==> src/wdc_pkg.sv <==
// Package for the watchdog control block: register map, field positions, timing.
// Assumes one system clock at 50 MHz; the watchdog count is paced by a tick input.
package wdc_pkg;
   localparam logic [0:0] ADDR_CTRL      = 1'h0;
   localparam logic [0:0] ADDR_CAUSE     = 1'h1;
   localparam int         CTRL_UNLOCK    = 4;
   localparam int         CTRL_ENABLE    = 3;
   localparam int         CAUSE_SCAN     = 4;
   localparam int         CAUSE_DOG      = 3;
   localparam int         CAUSE_BROWN    = 2;
   localparam int         CAUSE_PIN      = 1;
   localparam int         CAUSE_POWER    = 0;
   localparam logic [7:0] CTRL_RESET     = 8'h00;
   localparam logic [7:0] CAUSE_RESET    = 8'h00;
   localparam logic [7:0] CAUSE_LEGACY   = 8'h03;
   localparam logic [2:0] UNLOCK_CYCLES  = 3'h4;
   localparam int         BASE_LOG2      = 14;
   localparam int         CNT_W          = 22;

   typedef enum logic [1:0] {LVL0, LVL1, LVL2} wdc_level_e;

   typedef struct packed {
      logic       wr;
      logic       rd;
      logic [0:0] addr;
      logic [7:0] wdata;
   } wdc_bus_s;

   typedef struct packed {
      logic power;
      logic pin;
      logic brown;
      logic dog;
      logic scan;
   } wdc_cause_s;
endpackage

==> src/wdc_top.sv <==
// Watchdog control: safety levels, timed unlock, time-out select, reset-cause flags.
// Assumes reset-source pulses and fuse levels are synchronous to CORE_CLK.
`timescale 1ns/100ps
module wdc_top
   import wdc_pkg::*;
#(
   parameter int TICK_DIV = 1
) (
   input  wire logic       CORE_CLK,
   input  wire logic       SRST,
   input  wire logic       WR_STB,
   input  wire logic       RD_STB,
   input  wire logic [0:0] ADDR,
   input  wire logic [7:0] WDATA,
   output logic      [7:0] RDATA,
   input  wire logic       LEGACY_COMPAT_FUSE,
   input  wire logic       DOG_ALWAYS_ON_FUSE,
   input  wire logic       DOG_TICK,
   input  wire logic       DOG_RESTART,
   input  wire logic       RST_POWER,
   input  wire logic       RST_PIN,
   input  wire logic       RST_BROWN,
   input  wire logic       RST_SCAN,
   output logic            DOG_RESET,
   output logic            DOG_RUNNING
);

   wdc_bus_s   bus;
   wdc_cause_s src;
   wdc_level_e level;
   logic       unlock_q;
   logic [2:0] unlock_cnt_q;
   logic       enable_q;
   logic [2:0] sel_q;
   logic [7:0] cause_q;
   logic [CNT_W-1:0] count_q;
   logic       expire;
   logic       ctrl_wr;
   logic       wr_unlock;
   logic       changing;
   logic       run;

   assign bus = '{wr: WR_STB, rd: RD_STB, addr: ADDR, wdata: WDATA};
   assign src = '{power: RST_POWER, pin: RST_PIN, brown: RST_BROWN, dog: expire, scan: RST_SCAN};

   // Fuse decode; the always-on fuse overrides compatibility.
   always_comb begin
      if (DOG_ALWAYS_ON_FUSE) begin
         level = LVL2;
      end else if (LEGACY_COMPAT_FUSE) begin
         level = LVL0;
      end else begin
         level = LVL1;
      end
   end

   assign ctrl_wr   = bus.wr && (bus.addr == ADDR_CTRL);
   // A write with both bits set opens the window even if enable is already one.
   assign wr_unlock = ctrl_wr && bus.wdata[CTRL_UNLOCK] && bus.wdata[CTRL_ENABLE];
   assign changing  = ctrl_wr && !bus.wdata[CTRL_UNLOCK] && unlock_q;

   // Unlock window: consumed by the first change write, else closes after four cycles.
   always_ff @(posedge CORE_CLK) begin
      if (SRST) begin
         unlock_q     <= 1'b0;
         unlock_cnt_q <= 3'h0;
      end else if (wr_unlock) begin
         unlock_q     <= 1'b1;
         unlock_cnt_q <= 3'h0;
      end else if (changing) begin
         unlock_q     <= 1'b0;
         unlock_cnt_q <= 3'h0;
      end else if (unlock_q) begin
         unlock_cnt_q <= unlock_cnt_q + 3'h1;
         unlock_q     <= (unlock_cnt_q + 3'h1) != UNLOCK_CYCLES;
      end
   end

   always_ff @(posedge CORE_CLK) begin
      if (SRST) begin
         enable_q <= 1'b0;
      end else if (ctrl_wr) begin
         if (bus.wdata[CTRL_ENABLE]) begin
            enable_q <= 1'b1;
         end else if (changing && level != LVL2) begin
            enable_q <= 1'b0;
         end
      end
   end

   always_ff @(posedge CORE_CLK) begin
      if (SRST) begin
         sel_q <= CTRL_RESET[2:0];
      end else if (ctrl_wr && (level == LVL0 || changing)) begin
         sel_q <= bus.wdata[2:0];
      end
   end

   assign run = enable_q || level == LVL2;

   // Divider tick comes from the watchdog oscillator side; no count beyond the selected length unless sel_q is lowered below the running count.
   assign expire = run && DOG_TICK && (count_q == CNT_W'((32'h1 << (BASE_LOG2 + 32'(sel_q))) - 32'h1));

   always_ff @(posedge CORE_CLK) begin
      if (SRST || !run || DOG_RESTART || expire) begin
         count_q <= '0;
      end else if (DOG_TICK) begin
         count_q <= count_q + CNT_W'(1);
      end
   end

   always_ff @(posedge CORE_CLK) begin
      if (SRST) begin
         DOG_RESET <= 1'b0;
      end else begin
         DOG_RESET <= expire;
      end
   end

   // Cause flags survive SRST; the power-on event clears the others, and a CAUSE write clears the bits written as zero. Set wins over clear.
   always_ff @(posedge CORE_CLK) begin
      logic [7:0] nxt;
      nxt = cause_q;
      if (bus.wr && bus.addr == ADDR_CAUSE) begin
         nxt = cause_q & bus.wdata;
      end
      if (src.power) begin
         nxt = 8'h01;
      end
      nxt[CAUSE_SCAN]  = nxt[CAUSE_SCAN] | src.scan;
      nxt[CAUSE_DOG]   = nxt[CAUSE_DOG] | src.dog;
      nxt[CAUSE_BROWN] = nxt[CAUSE_BROWN] | src.brown;
      nxt[CAUSE_PIN]   = nxt[CAUSE_PIN] | src.pin;
      if (level == LVL0) begin
         nxt = nxt & CAUSE_LEGACY;
      end
      cause_q <= nxt;
   end

   always_ff @(posedge CORE_CLK) begin
      if (SRST) begin
         RDATA <= 8'h00;
      end else if (bus.rd) begin
         RDATA <= (bus.addr == ADDR_CTRL) ? {3'h0, unlock_q, run, sel_q} : cause_q;
      end else begin
         RDATA <= 8'h00;
      end
   end

   assign DOG_RUNNING = run;

   unlock_close_a : assert property (@(posedge CORE_CLK) disable iff (SRST)
      wr_unlock ##1 (!ctrl_wr)[*4] |=> !unlock_q) else $error("Unlock window not closed.");
   unlock_open_a : assert property (@(posedge CORE_CLK) disable iff (SRST)
      wr_unlock |=> unlock_q) else $error("Unlock window not opened.");
   level2_run_a : assert property (@(posedge CORE_CLK) disable iff (SRST)
      level == LVL2 |-> DOG_RUNNING) else $error("Level 2 watchdog stopped.");
   disable_locked_a : assert property (@(posedge CORE_CLK) disable iff (SRST)
      (enable_q && !unlock_q) |=> enable_q) else $error("Disabled without unlock.");
   sel_locked_a : assert property (@(posedge CORE_CLK) disable iff (SRST)
      (level != LVL0 && !unlock_q) |=> $stable(sel_q)) else $error("Select changed while locked.");
   enable_set_a : assert property (@(posedge CORE_CLK) disable iff (SRST)
      (ctrl_wr && bus.wdata[CTRL_ENABLE]) |=> DOG_RUNNING) else $error("Enable write ignored.");
   pulse_one_a : assert property (@(posedge CORE_CLK) disable iff (SRST)
      DOG_RESET |=> !DOG_RESET) else $error("Reset pulse longer than one cycle.");
   dog_flag_a : assert property (@(posedge CORE_CLK) disable iff (SRST)
      (expire && level != LVL0) |=> cause_q[CAUSE_DOG]) else $error("Watchdog flag not set.");
   // A stopped watchdog must hold a zero count so that re-enabling starts a full period.
   count_clear_a : assert property (@(posedge CORE_CLK) disable iff (SRST)
      (!run || DOG_RESTART) |=> count_q == '0) else $error("Count not cleared.");
   ctrl_rsvd_a : assert property (@(posedge CORE_CLK) disable iff (SRST)
      $past(bus.rd) && $past(bus.addr) == ADDR_CTRL |-> RDATA[7:5] == 3'h0) else $error("Reserved bits nonzero.");
endmodule

==> config.mk <==
export PLATFORM = sky130hd
export DESIGN_NAME = wdc_top
export DESIGN_NICKNAME = d
export VERILOG_FILES = /design/src/wdc_pkg.sv /design/src/wdc_top.sv
export SDC_FILE = /design/constraint.sdc
export NUM_CORES = 1
export LEC_CHECK = 0
export BUFFER_PORTS_ARGS = -buffer_cell sky130_fd_sc_hd__buf_2
export CORE_MARGIN = 2
export CORE_UTILIZATION = 35
export DETAILED_ROUTE_END_ITERATION = 10
export HOLD_SLACK_MARGIN = 0.03
export PLACE_DENSITY_LB_ADDON = 0.08
export REMOVE_ABC_BUFFERS = 1
export SLEW_MARGIN = 20
export SYNTH_ARGS = -nofsm -noshare
export SYNTH_HDL_FRONTEND = slang
export SYNTH_SLANG_ARGS = --single-unit
==> constraint.sdc <==
create_clock -name CORE_CLK -period 2.7 [get_ports CORE_CLK]
set_input_delay 0.405 -clock CORE_CLK [delete_from_list [all_inputs] [get_ports CORE_CLK]]
set_output_delay 0.405 -clock CORE_CLK [all_outputs]
set_load 0.02 [all_outputs]
* Word level (Yosys, flattened, before mapping)
Cells that the tools add are included.
Storage, ports and cells: flip-flop bits (word level) 47, output and inout port bits 10, bits of input ports 21
Operators by class: bitwise gates (word level) 7, equality and inequality tests 4, mux-type cells 10, add/subtract/negate cells 4, reduce and logical (&&, ||, !) cells 24, shift operators 1
Operator list (number):
- 22-bit by 1-bit adder with 22-bit output (second input constant) | 1
- 22-bit equality test | 1
- 1-bit by 5-bit left shift with 22-bit output (first input constant) | 1
- 22-bit by 1-bit subtractor with 22-bit output (second input constant) | 1
- 5-bit 2-to-1 mux | 3
- 1-bit logical AND | 10
- 8-bit AND | 1
- 1-bit 2-to-1 mux | 6
- 3-bit OR reduction | 2
- 4-bit by 3-bit adder with 5-bit output (first input constant) | 1
- 1-bit logical OR | 5
- 1-bit bitwise OR | 4
- 2-bit OR reduction | 2
- 3-bit by 1-bit adder with 3-bit output (second input constant) | 1
- 3-bit != test (second input constant) | 1
- 2-bit equality test (second input constant) | 1
- 1-bit logical NOT | 2
- 2-bit logical NOT | 1
- 2-bit 2-to-1 mux | 1
- 2-bit != test (second input constant) | 1
- 1-bit NOT | 2
- 2-bit AND reduction | 1
- 2-bit nonzero test | 1

* Logic depth before layout (Yosys ltp)
depth in word-level cells 8, gate-level depth with buffers 11, depth with buffers taken out 8

* Least setup slack after synthesis
OpenSTA, ideal clock, no wires.
path type register to register, start point register sel_q[1], end point register count_q[20], path slack 0.389 ns, arrival time 2.196 ns, path buffers 3, cell stages (with the launch flop) 11, required time 2.585 ns, library setup time 0.115 ns, cell sequence dfxtp_1 -> buf_6 -> inv_4 -> ha_1 -> buf_6 -> inv_2 -> a2111oi_0 -> o311ai_2 -> o31ai_4 -> buf_6 -> nor2_2
On the way: longest elaborated chain between the ends 6
RTL lines:
- start: declaration | line wdc_top.sv:34 | logic [2:0] sel_q;
- start signal: assignment | line wdc_top.sv:93 | sel_q <= CTRL_RESET[2:0];
- start signal: assignment | line wdc_top.sv:95 | sel_q <= bus.wdata[2:0];
- 4-bit by 3-bit adder with 5-bit output | line wdc_top.sv:102 | assign expire = run && DOG_TICK && (count_q == CNT_W'((32'h1 << (BASE_LOG2 + 32'(sel_q))) - 32'h1));
- 1-bit by 5-bit left shift with 22-bit output | line wdc_top.sv:102
- 22-bit by 1-bit subtractor with 22-bit output | line wdc_top.sv:102
- 22-bit equality test | line wdc_top.sv:102
- 1-bit logical AND | line wdc_top.sv:102
- 1-bit logical OR | line wdc_top.sv:105 | if (SRST || !run || DOG_RESTART || expire) begin
- end signal: assignment | line wdc_top.sv:108 | count_q <= count_q + CNT_W'(1);
- end: declaration | line wdc_top.sv:36 | logic [CNT_W-1:0] count_q;
Every way passes these cells. A chain may end at the register's enable or synchronous reset.

* Final worst setup path
start point register sel_q[2], end point register count_q[7]
The elaborated chain is that of the path after synthesis.

==> qor.yml <==
whs_ps: 294.7
cts_max_level: 2
synthToLayoutAreaGrowth_pct: 10.62
regArea_um2: 940.9
cpPeakStageDelay_ps: 530
tightest_slew_ps: 534.9
switching_share: 0.2482
initial_core_util: 0.3593
timing.setup.tns_ps: 0
worstPathArrival_ps: 2670
finalHoldViolCount: 0
cp_slowest_cell: "a2111oi_0"
routedWlPerCell_um: 13.27
path_delay_family: "compound AO/OA/AOI/OAI gates"
synth.ff_latch_count: 47
required_ps: 2890
nets: 323
synth_top_area_frac: 0.3876
ys_seq_area_frac: 0.3876
cap_violations: 0
hold_start: "RST_PIN"
synthFlopType: "dfxtp_1"
post-place-ws_ps: 156.3
fin_area_mm2: 0.002685
top_level_ports: 31
die_y_um: 87.28
drc: 0
grt-ovfl-total: 0
vias: 1836
r2r_setup_slack_ps: 220
synth_edf_count: 0
internal-power_uw: 933.9
wl_met1_um: 2638
synth_area_per_cell_um2: 9.057
critPathLaunchType: "flip-flop"
clockBufferDepth: 2
grt_usage: 0.1423
power_leakage_nw: 1.033
pwr-share-clk: 0.335
synth.most_common_cell: "dfxtp_1"
synth_commonest_cells: "dfxtp_1, nor2_1, xor2_1"
cts_root_buf: "clkbuf_8"
end_kind: "flip-flop"
final_max_slew_viol_count: 0
gp_congestion: 0.8527
p_switching_uw: 308.4
status: "complete, no violations"
finalCritPeriodShare: 0.9196
drive_above_1_share: 0.2271
dr_wl_met3_um: 114
reg2reg_depth: 8
port_buffers: 30
cts_tree: "built"
fmax_ghz: 0.4028
synth_area_mm2: 0.002427
cts_buffers: 5
vdd_drop_max_mv: 0.2032
num_antenna_cells: 0
place_area_mm2: 0.002601
die_x_um: 87.28
syn_inst: 268
firstDrtPassIters: 4
clk_pin_slew_ps: 90
async_flop_share: 0
design.die.area_mm2: 0.007617
dp_hpwl_um: 3701
min_to: "cause_q[1]"
synthTopCellsByArea: "dfxtp_1, xor2_1, nor2_2, nor2_1, ha_1"
crit_buf_inv: 3
clock_skew_ps: 5.991
clkSinkCount: 47
r2r-end: "count_q[7]"
routed-wl-met2_um: 2184
drt_wl_total_um: 4976
synth_cell_types: 45
rows: 30
multiInputGateArea_mm2: 0.001364
layout_setup_ws_ps: 217.1
rsz0062_at_grt: "false"
insertion_delay_ps: 290
n_fill_cell: 720
whs_path_depth: 2
drt-vias-per-instance: 4.896
p_seq_frac: 0.573
grt_pass1_vias: 1736
antenna_found_initial: 0
grt_pass1_wl_um: 8383
grt_max_degree: 23
postCtsSetupBuffers: 0
power_density_mw_per_mm2: 462.7
ant_nets: 0
power_frac_comb: 0.092
core_area_mm2: 0.006756
worst-path-max-fanout: 22
yosysWarnings: 0
dr.max_layer_used: "met4"
setup_viol: 0
slew-limit-headroom: 0.6342
crit_type: "flip-flop to flip-flop"
cp_cell_sequence: "inv_1, ha_2, inv_2, a2111oi_0, o311ai_2, o31ai_4, buf_12, nor2_1"
fin_crit_ps: 2483
hold_class: "input port to flip-flop"
drtIter0Drc: 76
yosysTopAreaCell: "dfxtp_1"
reg2reg_from: "sel_q[2]"
[final cells by class]
class | count | area share
Timing Repair Buffer | 32 | 0.06617
Inverter | 5 | 0.007922
Sequential cell | 47 | 0.3504
Multi-Input combinational cell | 203 | 0.5079
Tap cell | 80 | 0.03728
Clock buffer | 7 | 0.02842
Clock inverter | 1 | 0.001864
[kinds of logic (layout without fill, tap and decap cells)]
group / after synthesis / count (layout) / synth area share
and+or+nand+nor: 126 / 126 / 0.2871
DFF: 47 / 47 / 0.3876
xor gates and xnor gates: 33 / 33 / 0.1191
AOI/OAI and AO/OA: 28 / 28 / 0.08041
buffers and inverters: 18 / 45 / 0.05155
adders and majority gates: 8 / 8 / 0.04124
muxes: 8 / 8 / 0.03299
[sequential cells by signal (all words and copies together), names as in the netlist]
register / flops
RDATA: 8
unlock_q: 1
DOG_RESET: 1
sel_q: 3
enable_q: 1
unlock_cnt_q: 3
count_q: 22
cause_q: 8
[power groups by stage]
| stage | combinational (mW) | clock [mW] | sequential [mW] |
|---|---|---|---|
| floorplan | 0.0636 | 0 | 0.731 |
| global placement | 0.116 | 0 | 0.729 |
| detailed placement | 0.115 | 0 | 0.728 |
| CTS | 0.116 | 0.440 | 0.712 |
| global route | 0.128 | 0.462 | 0.714 |
| finish | 0.115 | 0.416 | 0.712 |
[how the worst max path moves through the flow]
stage	startpoint	endpoint	slack, ps	cells after the start
6_report	sel_q[2]	count_q[7]	220	8
3_3_place_gp	sel_q[2]	count_q[8]	190	8
3_5_place_dp	sel_q[2]	count_q[7]	160	8
4_1_cts	sel_q[2]	count_q[7]	130	8
5_1_grt	sel_q[2]	count_q[7]	30	8
2_1_floorplan	sel_q[1]	count_q[7]	-180	7
[worst register-to-register path, delay by kind of cell (launching register included)]
| kind | cells | cell delay, ps |
|---|---|---|
| DFF | 1 | 390 |
| adders and majority gates | 1 | 460 |
| and+or+nand+nor | 1 | 70 |
| buffers and inverters | 3 | 420 |
| AOI/OAI and AO/OA | 3 | 1030 |
[repair_timing]
| action | CTS | global route |
|---|---|---|
| hold endpoints to repair | 0 | 0 |
| endpoints found under the setup margin | 0 | 22 |
| gates resized for setup | 0 | 1 |
| hold buffers | 0 | 0 |
[per-layer routing]
layer / vias up / track usage
met1: 847 / 0.2021
li1: 971 / -
met2: 16 / 0.2149
met3: 2 / 0.02654
met4: 0 / 0.05035
met5: - / 0
[stage by stage]
step                  util  std cells  power (mW)
global route        0.3974        375       1.304
detailed placement  0.3850        367      0.8437
finish              0.3974        375       1.242
global placement    0.3850        367      0.8441
floorplan                -        255      0.7948
CTS                 0.3970        375       1.268
[cells in the final DEF, fill, tap and decap left out, types with 2 or more instances in the layout]
cell      Yosys  routed
and3_1        7       7
nand3_1      10      10
xor2_1       23      23
nand2b_1      7       7
nor2_1       27      27
and4_1        4       4
nor4_1        4       4
nor2_2       20      20
nor2b_1       4       4
mux2i_1       8       8
clkbuf_8      0       5
inv_1         3       3
nand3b_1      2       2
nand2_1      16      16
nor3b_1       3       3
ha_1          8       7
clkbuf_1      5       2
buf_2         2      30
o21ai_0       8       8
a21oi_1       7       7
o31ai_1       2       2
nand4_1       7       7
nor3_1        8       8
a31oi_1       2       2
dfxtp_1      47      47
xnor2_1      10      10
Note: power is estimated with default switching activity, not from simulation.
